### src/inc/srh_defines.vh
// constants for the self refresh / mode read host controller
// Functional notes
// device splits each bank into eight segments
// refresh only where bank and segment unmasked
// reserved mask register writes change nothing
// in self refresh: restricted commands, no masks
// clock may stop after lock, stable before exit
// cke stays high after entry for entry delay
// stay in self refresh for minimum residency
// wait exit delay before unrestricted commands
// delays need both time and clock count
// abort enable drops refresh in progress
// abort enabled: shorter abort exit delay
// one extra refresh before next entry
// device takes mode commands during exit delay
// device takes mode commands during refresh
// mode read carries six bit register address
// register bits on lanes 0-7, four beats
// mode read is sixteen beats, strobe toggling
// never interrupt a mode read
// only deselect during mode read period
// inversion lane low if not applied
// mode read strobe framing like normal read
// entry only after reads done, device idle
// masked bank gets no self refresh
// segment bit i masks segment i, one=masked
`ifndef SRH_DEFINES_VH
`define SRH_DEFINES_VH

// software register offsets
`define SRH_REG_CTRL   4'h0
`define SRH_REG_ARG    4'h1
`define SRH_REG_STATUS 4'h2

// control word fields
`define SRH_CTRL_GO    0
`define SRH_CTRL_OP_LO 1
`define SRH_CTRL_OP_HI 3
`define SRH_CTRL_CLR   7

// operations
`define SRH_OP_SRE   3'h0
`define SRH_OP_SRX   3'h1
`define SRH_OP_PDE   3'h2
`define SRH_OP_PDX   3'h3
`define SRH_OP_MRR   3'h4
`define SRH_OP_MRW   3'h5
`define SRH_OP_REFAB 3'h6
`define SRH_OP_REFPB 3'h7

// first-edge command codes on the command/address lanes
`define SRH_CA_SRE   6'h18
`define SRH_CA_SRX   6'h14
`define SRH_CA_MRR   6'h0e
`define SRH_CA_MRW1  6'h06
`define SRH_CA_MRW2  6'h16
`define SRH_CA_REFAB 6'h08
`define SRH_CA_REFPB 6'h28
`define SRH_CA_DES   6'h00

// mode register addresses the host guards
`define SRH_MA_BANK_MASK 6'h10
`define SRH_MA_SEG_MASK  6'h11
`define SRH_MA_ABORT     6'h04
`define SRH_ABORT_BIT    3

// timing, picoseconds and clock counts
`define SRH_SYS_PS       32'h000186a0
`define SRH_ESCKE_PS     32'h000006d6
`define SRH_ESCKE_NCK    16'h0003
`define SRH_SR_PS        32'h00003a98
`define SRH_SR_NCK       16'h0003
`define SRH_XSR_ADD_PS   32'h00001d4c
`define SRH_XSR_NCK      16'h0002
`define SRH_ABORT_ADD_PS 32'h0000445c
`define SRH_RFCAB_PS     32'h000445c0
`define SRH_RFCPB_PS     32'h000222e0
`define SRH_MRR_NCK      16'h0008
`define SRH_MRW_PS       32'h00002710
`define SRH_MRW_NCK      16'h000a
`define SRH_PB_LAST      3'h7

`endif

### src/core/srh_host.v
// host controller for self refresh, power-down and mode register access
`include "srh_defines.vh"

module srh_host #(
    parameter [7:0]  DIV        = 8'h04,
    parameter [15:0] RL_NCK     = 16'h000e,
    parameter [15:0] SAMPLE_DLY = 16'h0008,
    parameter [15:0] CKELCK_NCK = 16'h0005,
    parameter [15:0] CKCKEH_NCK = 16'h0005
) (
    input  wire        clk_sys,
    input  wire        rst_n,
    input  wire [3:0]  addr,
    input  wire [31:0] wdata,
    input  wire        wr_en,
    input  wire        rd_en,
    output wire [31:0] rdata,
    output wire        ck_out,
    output wire        cke,
    output wire        cs,
    output wire [5:0]  ca,
    input  wire [7:0]  dq_in
);

    localparam [2:0] S_IDLE = 3'b001;
    localparam [2:0] S_CMD  = 3'b010;
    localparam [2:0] S_WAIT = 3'b100;
    localparam [7:0] DIV_M1 = DIV - 8'h01;

    reg [7:0]  div_cnt_q;
    reg        ck_q;
    reg        ck_run_q;
    reg [2:0]  state_q;
    reg [2:0]  op_q;
    reg [1:0]  phase_q;
    reg [15:0] arg_q;
    reg [15:0] tmr_sys_q;
    reg [15:0] tmr_ck_q;
    reg        armed_q;
    reg        cap_pend_q;
    reg [15:0] cap_ck_q;
    reg [15:0] cap_sys_q;
    reg [7:0]  mr_data_q;
    reg [7:0]  dq_s1_q;
    reg [7:0]  dq_s2_q;
    reg        cke_q;
    reg        cs_q;
    reg [5:0]  ca_q;
    reg        in_sr_q;
    reg        in_pd_q;
    reg        owed_q;
    reg [2:0]  pb_cnt_q;
    reg        abort_en_q;
    reg        err_q;
    reg [31:0] rdata_q;
    reg [15:0] ld_sys;
    reg [15:0] ld_ck;
    reg        req_ok;

    // round a time up to whole system cycles, never below one
    function [15:0] cyc;
        input [31:0] ps;
        reg   [31:0] v;
        begin
            v = (ps + `SRH_SYS_PS - 32'h00000001) / `SRH_SYS_PS;
            if (v == 32'h00000000)
                v = 32'h00000001;
            cyc = v[15:0];
        end
    endfunction

    function [15:0] max16;
        input [15:0] a;
        input [15:0] b;
        begin
            max16 = (a > b) ? a : b;
        end
    endfunction

    // command lane word for each edge of a command
    function [5:0] ca_word;
        input [2:0] op;
        input [1:0] ph;
        input [5:0] ma;
        input [7:0] dt;
        begin
            ca_word = `SRH_CA_DES;
            case (op)
            `SRH_OP_SRE:   ca_word = ph[0] ? `SRH_CA_DES : `SRH_CA_SRE;
            `SRH_OP_SRX:   ca_word = ph[0] ? `SRH_CA_DES : `SRH_CA_SRX;
            `SRH_OP_MRR:   ca_word = ph[0] ? ma : `SRH_CA_MRR;
            `SRH_OP_REFAB: ca_word = ph[0] ? `SRH_CA_DES : `SRH_CA_REFAB;
            `SRH_OP_REFPB: ca_word = ph[0] ? `SRH_CA_DES : `SRH_CA_REFPB;
            `SRH_OP_MRW: begin
                case (ph)
                2'h0:    ca_word = `SRH_CA_MRW1 | {dt[7], 5'h00};
                2'h1:    ca_word = ma;
                2'h2:    ca_word = `SRH_CA_MRW2 | {dt[6], 5'h00};
                default: ca_word = dt[5:0];
                endcase
            end
            default:       ca_word = `SRH_CA_DES;
            endcase
        end
    endfunction

    wire [2:0] req_op   = wdata[`SRH_CTRL_OP_HI:`SRH_CTRL_OP_LO];
    wire       ctrl_wr  = wr_en && (addr == `SRH_REG_CTRL);
    wire       go       = ctrl_wr && wdata[`SRH_CTRL_GO];
    wire       mask_ma  = (arg_q[5:0] == `SRH_MA_BANK_MASK) ||
                          (arg_q[5:0] == `SRH_MA_SEG_MASK) ||
                          (arg_q[5:0] == `SRH_MA_ABORT);
    wire       idle     = (state_q == S_IDLE);
    wire       accept   = go && idle && req_ok;
    wire       edge_now = (div_cnt_q == DIV_M1);
    wire       rise     = edge_now && ck_run_q && !ck_q;
    wire       fall     = edge_now && ck_q;
    wire [1:0] last_ph  = (op_q == `SRH_OP_MRW) ? 2'h3 : 2'h1;
    wire       tmr_done = (tmr_sys_q == 16'h0000) &&
                          (tmr_ck_q == 16'h0000) && armed_q;

    // which orders the device state permits
    always @* begin
        req_ok = 1'b0;
        if (in_pd_q) begin
            req_ok = (req_op == `SRH_OP_PDX);
        end else if (in_sr_q) begin
            // only the restricted set, and no mask changes
            case (req_op)
            `SRH_OP_SRX: req_ok = 1'b1;
            `SRH_OP_PDE: req_ok = 1'b1;
            `SRH_OP_MRR: req_ok = 1'b1;
            `SRH_OP_MRW: req_ok = !mask_ma;
            default:     req_ok = 1'b0;
            endcase
        end else begin
            case (req_op)
            `SRH_OP_SRE:   req_ok = !owed_q;
            `SRH_OP_MRR:   req_ok = 1'b1;
            `SRH_OP_MRW:   req_ok = 1'b1;
            `SRH_OP_REFAB: req_ok = 1'b1;
            `SRH_OP_REFPB: req_ok = 1'b1;
            default:       req_ok = 1'b0;
            endcase
        end
    end

    // wait lengths: time and clock count must both run out
    always @* begin
        ld_sys = 16'h0000;
        ld_ck  = 16'h0000;
        case (op_q)
        `SRH_OP_SRE: begin
            // residency covers the cke-high delay too
            ld_sys = max16(cyc(`SRH_ESCKE_PS), cyc(`SRH_SR_PS));
            ld_ck  = max16(`SRH_ESCKE_NCK, `SRH_SR_NCK);
        end
        `SRH_OP_SRX: begin
            // shorter wait when abort is enabled
            ld_sys = abort_en_q ?
                     cyc(`SRH_RFCPB_PS + `SRH_ABORT_ADD_PS) :
                     cyc(`SRH_RFCAB_PS + `SRH_XSR_ADD_PS);
            ld_ck  = `SRH_XSR_NCK;
        end
        `SRH_OP_PDE: ld_ck = CKELCK_NCK;
        `SRH_OP_PDX: ld_ck = CKCKEH_NCK;
        `SRH_OP_MRR: ld_ck = `SRH_MRR_NCK;
        `SRH_OP_MRW: begin
            ld_sys = cyc(`SRH_MRW_PS);
            ld_ck  = `SRH_MRW_NCK;
        end
        `SRH_OP_REFAB: ld_sys = cyc(`SRH_RFCAB_PS);
        `SRH_OP_REFPB: ld_sys = cyc(`SRH_RFCPB_PS);
        default: begin
            ld_sys = 16'h0000;
            ld_ck  = 16'h0000;
        end
        endcase
    end

    // link clock divider; a stopped clock parks low
    always @(posedge clk_sys) begin
        if (!rst_n) begin
            div_cnt_q <= 8'h00;
            ck_q      <= 1'b0;
        end else if (edge_now) begin
            div_cnt_q <= 8'h00;
            ck_q      <= ck_run_q ? ~ck_q : 1'b0;
        end else begin
            div_cnt_q <= div_cnt_q + 8'h01;
        end
    end

    // data lanes come from the far clock domain
    always @(posedge clk_sys) begin
        if (!rst_n) begin
            dq_s1_q <= 8'h00;
            dq_s2_q <= 8'h00;
        end else begin
            dq_s1_q <= dq_in;
            dq_s2_q <= dq_s1_q;
        end
    end

    // software register file
    always @(posedge clk_sys) begin
        if (!rst_n) begin
            arg_q   <= 16'h0000;
            err_q   <= 1'b0;
            rdata_q <= 32'h00000000;
        end else begin
            if (wr_en && (addr == `SRH_REG_ARG))
                arg_q <= wdata[15:0];
            // a refusal in the clearing cycle still sticks
            if (go && !accept)
                err_q <= 1'b1;
            else if (ctrl_wr && wdata[`SRH_CTRL_CLR])
                err_q <= 1'b0;
            rdata_q <= 32'h00000000;
            if (rd_en) begin
                case (addr)
                `SRH_REG_ARG:    rdata_q <= {16'h0000, arg_q};
                `SRH_REG_STATUS: rdata_q <= {16'h0000, mr_data_q, 2'h0,
                                             err_q, abort_en_q, owed_q,
                                             in_pd_q, in_sr_q, !idle};
                default:         rdata_q <= 32'h00000000;
                endcase
            end
        end
    end

    // command sequencer and device state tracking
    always @(posedge clk_sys) begin
        if (!rst_n) begin
            state_q    <= S_IDLE;
            op_q       <= `SRH_OP_SRE;
            phase_q    <= 2'h0;
            tmr_sys_q  <= 16'h0000;
            tmr_ck_q   <= 16'h0000;
            armed_q    <= 1'b0;
            cap_pend_q <= 1'b0;
            cap_ck_q   <= 16'h0000;
            cap_sys_q  <= 16'h0000;
            mr_data_q  <= 8'h00;
            ck_run_q   <= 1'b1;
            cke_q      <= 1'b1;
            cs_q       <= 1'b0;
            ca_q       <= `SRH_CA_DES;
            in_sr_q    <= 1'b0;
            in_pd_q    <= 1'b0;
            owed_q     <= 1'b0;
            pb_cnt_q   <= 3'h0;
            abort_en_q <= 1'b0;
        end else begin
            // deselect on every falling edge outside a command
            if (fall && state_q != S_CMD) begin
                cs_q <= 1'b0;
                ca_q <= `SRH_CA_DES;
            end
            case (state_q)
            S_IDLE: begin
                if (accept) begin
                    op_q    <= req_op;
                    phase_q <= 2'h0;
                    armed_q <= 1'b0;
                    if (req_op == `SRH_OP_PDE) begin
                        cke_q   <= 1'b0;
                        in_pd_q <= 1'b1;
                        state_q <= S_WAIT;
                    end else if (req_op == `SRH_OP_PDX) begin
                        ck_run_q <= 1'b1; // restart clock first
                        state_q  <= S_WAIT;
                    end else begin
                        state_q <= S_CMD;
                    end
                end
            end
            S_CMD: begin
                // lanes change on the fall, device samples on the rise
                if (fall) begin
                    cs_q    <= !phase_q[0];
                    ca_q    <= ca_word(op_q, phase_q, arg_q[5:0],
                                       arg_q[15:8]);
                    phase_q <= phase_q + 2'h1;
                    if (phase_q == last_ph) begin
                        state_q <= S_WAIT;
                        if (op_q == `SRH_OP_SRE)
                            in_sr_q <= 1'b1;
                        if (op_q == `SRH_OP_SRX) begin
                            in_sr_q  <= 1'b0;
                            owed_q   <= 1'b1;
                            pb_cnt_q <= 3'h0;
                        end
                        if (op_q == `SRH_OP_REFAB)
                            owed_q <= 1'b0;
                        if (op_q == `SRH_OP_REFPB) begin
                            pb_cnt_q <= pb_cnt_q + 3'h1;
                            if (pb_cnt_q == `SRH_PB_LAST)
                                owed_q <= 1'b0;
                        end
                        if (op_q == `SRH_OP_MRW &&
                            arg_q[5:0] == `SRH_MA_ABORT)
                            abort_en_q <= arg_q[8 + `SRH_ABORT_BIT];
                        if (op_q == `SRH_OP_MRR) begin
                            cap_pend_q <= 1'b1;
                            cap_ck_q   <= RL_NCK;
                            cap_sys_q  <= SAMPLE_DLY;
                        end
                    end
                end
            end
            S_WAIT: begin
                // arm on the command edge so both counts start there
                if (!armed_q) begin
                    if (rise) begin
                        armed_q   <= 1'b1;
                        tmr_sys_q <= ld_sys;
                        tmr_ck_q  <= ld_ck;
                    end
                end else begin
                    if (tmr_sys_q != 16'h0000)
                        tmr_sys_q <= tmr_sys_q - 16'h0001;
                    if (rise && tmr_ck_q != 16'h0000)
                        tmr_ck_q <= tmr_ck_q - 16'h0001;
                end
                // mode read capture; the burst is never cut short
                if (armed_q && cap_pend_q) begin
                    if (cap_ck_q != 16'h0000) begin
                        if (rise)
                            cap_ck_q <= cap_ck_q - 16'h0001;
                    end else if (cap_sys_q != 16'h0000) begin
                        cap_sys_q <= cap_sys_q - 16'h0001;
                    end else begin
                        // only lanes 0-7 carry the register
                        mr_data_q  <= dq_s2_q;
                        cap_pend_q <= 1'b0;
                    end
                end
                if (tmr_done && !cap_pend_q) begin
                    state_q <= S_IDLE;
                    if (op_q == `SRH_OP_PDE)
                        ck_run_q <= 1'b0; // stop after lock delay
                    if (op_q == `SRH_OP_PDX) begin
                        cke_q   <= 1'b1;
                        in_pd_q <= 1'b0;
                    end
                end
            end
            default: state_q <= S_IDLE;
            endcase
        end
    end

    assign rdata  = rdata_q;
    assign ck_out = ck_q;
    assign cke    = cke_q;
    assign cs     = cs_q;
    assign ca     = ca_q;

endmodule

### config.mk
export PLATFORM = sky130hd
export DESIGN_NAME = srh_host
export DESIGN_NICKNAME = d
export VERILOG_FILES = /design/src/core/srh_host.v
export VERILOG_INCLUDE_DIRS = /design/src /design/src/inc
export SDC_FILE = /design/constraint.sdc
export NUM_CORES = 1
export LEC_CHECK = 0
export BUFFER_PORTS_ARGS = -buffer_cell sky130_fd_sc_hd__buf_2
export CORE_MARGIN = 1
export CORE_UTILIZATION = 53
export DETAILED_ROUTE_END_ITERATION = 7
export GPL_ROUTABILITY_DRIVEN = 0
export PLACE_DENSITY = 0.76
export RECOVER_POWER = 25
export SLEW_MARGIN = 20
export SYNTH_ARGS = -nofsm -noshare
export SYNTH_HDL_FRONTEND = slang
export SYNTH_SLANG_ARGS = --single-unit
### constraint.sdc
create_clock -name clk_sys -period 2.3 [get_ports clk_sys]
set_input_delay 0.23 -clock clk_sys [delete_from_list [all_inputs] [get_ports clk_sys]]
set_output_delay 0.23 -clock clk_sys [all_outputs]
set_load 0.05 [all_outputs]
==> summary.md <==
| Metric | Value |
|---|---|
| Result of the run | `complete, but fails checks` |
| Failing checks | `negative setup slack` |
| WL per Instance | `16.2 um` |
| Clk buf depth | `2` |
| Power Density | `659 nW/um^2` |
| Initial antenna violation count | `0` |
| H-tree depth | `4` |
| GRT Total Usage | `26.2%` |
| Final hold violations | `0` |
| Clock transition at path regs | `0.07 ns` |
| Chip height | `123 um` |
| Starting Density | `54.9%` |
| Filler cells | `1094` |
| Boundary Pins | `89` |
| Ys Warns | `0` |
| Clk_lat worst skew | `0.43 ns` |
| Total core area | `14000 sq um` |
| F_max | `433 MHz` |
| Most used flip-flop cell after synthesis | `dfxtp_1` |
| Syn avg cell area | `8.47 sq um` |
| Crit-path max FO | `7` |
| Maximum VDD drop | `0.000816 V` |
| Setup_tns | `-0.00844 ns` |
| Post-synth EDFFs | `0` |
| Slew headroom | `30.5%` |
| DP HPWL | `13.1 mm` |
| LEAKAGE | `0.00390 uW` |
| Grt ovf | `0` |
| Hold WC Path Type | `input port to flip-flop` |
| Slew Viols, Final | `0` |
| Setup-failing EPs final | `1` |
| WP data arrival | `2.68 ns` |
| CP Data Required Time | `2.67 ns` |
| Drt total wl | `19.9 mm` |
| Slew @ Worst Pin | `1.04 ns` |
| Die ar. | `15000 sq um` |
| Startpoint Class | `flip-flop` |
| Initial drt markers | `559` |
| Vias in the first global route | `6452` |
| Largest net degree at the start of global routing | `42` |
| Final worst setup slack | `-0.00844 ns` |
| Most common cell in the netlist | `dfxtp_1` |
| FFs w/ async S/R, synth | `0%` |
| Num CTS Buffers | `17` |
| Syn Inst Count | `910` |
| Row cnt | `43` |
| RSZ-0062 raised after global routing | `true` |
| Register area share after synthesis | `40.5%` |
| Layout cells sized above 1 | `24.2%` |
| Hold Slack | `0.0106 ns` |
| CTS tree | `built` |
| Via count | `7360` |
| Netlist cell types | `68` |
| CTS Sinks | `156` |
| Seq cells post-synth | `156` |
| Crit end category | `flip-flop` |
| Period utilization | `100%` |
| Vias per inst | `5.99` |
| Top cell type's share of synthesized area | `40.5%` |
| Diodes inserted | `0` |
| First-pass GRT wire length | `31.1 mm` |
| Routed Antenna Nets | `0` |
| Port Buffer Count | `56` |
| Setup CP Type | `flip-flop to flip-flop` |
| Count of nets after finishing | `1097` |
| Final Core Density | `68.9%` |
| P&R area growth vs syn | `25.5%` |
| Largest area contributor in the netlist | `dfxtp_1` |
| Root Buffer | `clkbuf_16` |
| Cell Count, Final, Fillers Out | `1229` |
| Area contributors post-synth | `dfxtp_1, a21oi_1, nand2_1` |
| Minimum clock period | `2.31 ns` |
| Mapped cell area | `7700 sq um` |
| Top cells by count, synth | `dfxtp_1, nand2_1, a21oi_1` |
| Placed insts | `1178` |
| Setup Skew | `0.0112 ns` |
| Die width | `123 um` |
| DR DRC count | `0` |
| Max-Cap Viols | `0` |
| Router iterations before antenna repair | `5` |
==> timing repair <==
item / CTS / global route
endpoints found under the hold margin: 7 / 0
gates cloned: 1 / 1
gates resized for setup: 19 / 42
pin swaps: 6 / 18
setup buffers: 4 / 6
endpoints found under the setup margin: 32 / 59
hold buffers: 7 / 0
==> per-layer routing <==
layer	part of all wire, %	GRT usage [%]
met2	48	42.7
met5	0	0
met3	5.5	5.53
met1	45	35.5
met4	0.95	6.02
==> power breakdown <==
group          total, uW  internal [uW]  switching [uW]
sequential          2800           2750            49.1
clock               2900           1580            1320
combinational        673            256             417
total               6370           4580            1790
==> critical path, stage by stage (launching register included) <==
cell and delay, ns:
dfxtp_2 0.35, ha_4 0.14, or4b_4 0.50, o31ai_4 0.20, buf_4 0.15, o2111ai_2 0.15
buf_6 0.17, or4_1 0.43, a21oi_2 0.15
==> cells in the final DEF (no fill, tap or decap), drive strengths merged, types with 18 or more instances in the layout <==
cell type | Yosys | final
dfxtp | 156 | 156
buf | 25 | 156
nand2 | 89 | 89
a21oi | 81 | 81
nor2 | 56 | 56
o21ai | 41 | 41
or4 | 31 | 31
or3 | 27 | 27
nand3 | 27 | 27
inv | 16 | 26
nand2b | 21 | 21
nor3 | 20 | 20
clkbuf | 50 | 20
o31ai | 19 | 19
and2 | 18 | 18
==> path summary, 6_finish.rpt <==
check | slack (ns) | cells past startpoint | to | from
setup / recovery | -0.008 | 8 | tmr_sys_q[8] | div_cnt_q[0]
hold / removal | 0.01 | 2 | dq_s1_q[5] | dq_in[5]
setup reg to reg | -0.008 | 8 | tmr_sys_q[8] | div_cnt_q[0]
hold reg to reg | 0.43 | 1 | dq_s2_q[0] | dq_s1_q[0]
==> cell families (layout without fill, tap and decap cells) <==
kind of cell	Yosys count	after routing	share of synthesized area (%)
AO/OA/AOI/OAI	244	244	21.4
XOR/XNOR	10	10	1.14
adder cells (fa/ha/maj)	13	13	2.11
buffers and inverters	91	215	5.36
flip-flops	156	156	40.5
multiplexers	16	16	2.08
other	1	16	0.0487
AND/OR/NAND/NOR	379	379	27.3
==> cell type report <==
cell class	instances	area [sq um]	area share [%]
multi-input combinational	678	4460	46.1
clock buffer	17	425	4.40
clock inverter	15	188	1.94
inverter	16	60.1	0.621
sequential	156	3130	32.4
tap	180	225	2.33
timing repair buffer	167	1190	12.3
==> stage by stage <==
step	total power, uW	area, sq um	setup slack (ns)
global route	6570	9670	-0.0746
floorplan	3260	7770	0.0152
global placement	3450	8650	-0.0143
detailed placement	3460	8650	-0.107
CTS	6370	9450	-0.00160
finish	6370	9670	-0.00844
==> state kept, by name, indices dropped and copies added (netlist names), 6 cells and up <==
signal,cells
tmr_sys_q,16
mr_data_q,8
cap_ck_q,16
dq_s1_q,8
tmr_ck_q,16
dq_s2_q,8
arg_q,16
ca,6
cap_sys_q,16
rdata,16
div_cnt_q,8
Power figures use the tool's default switching activity.
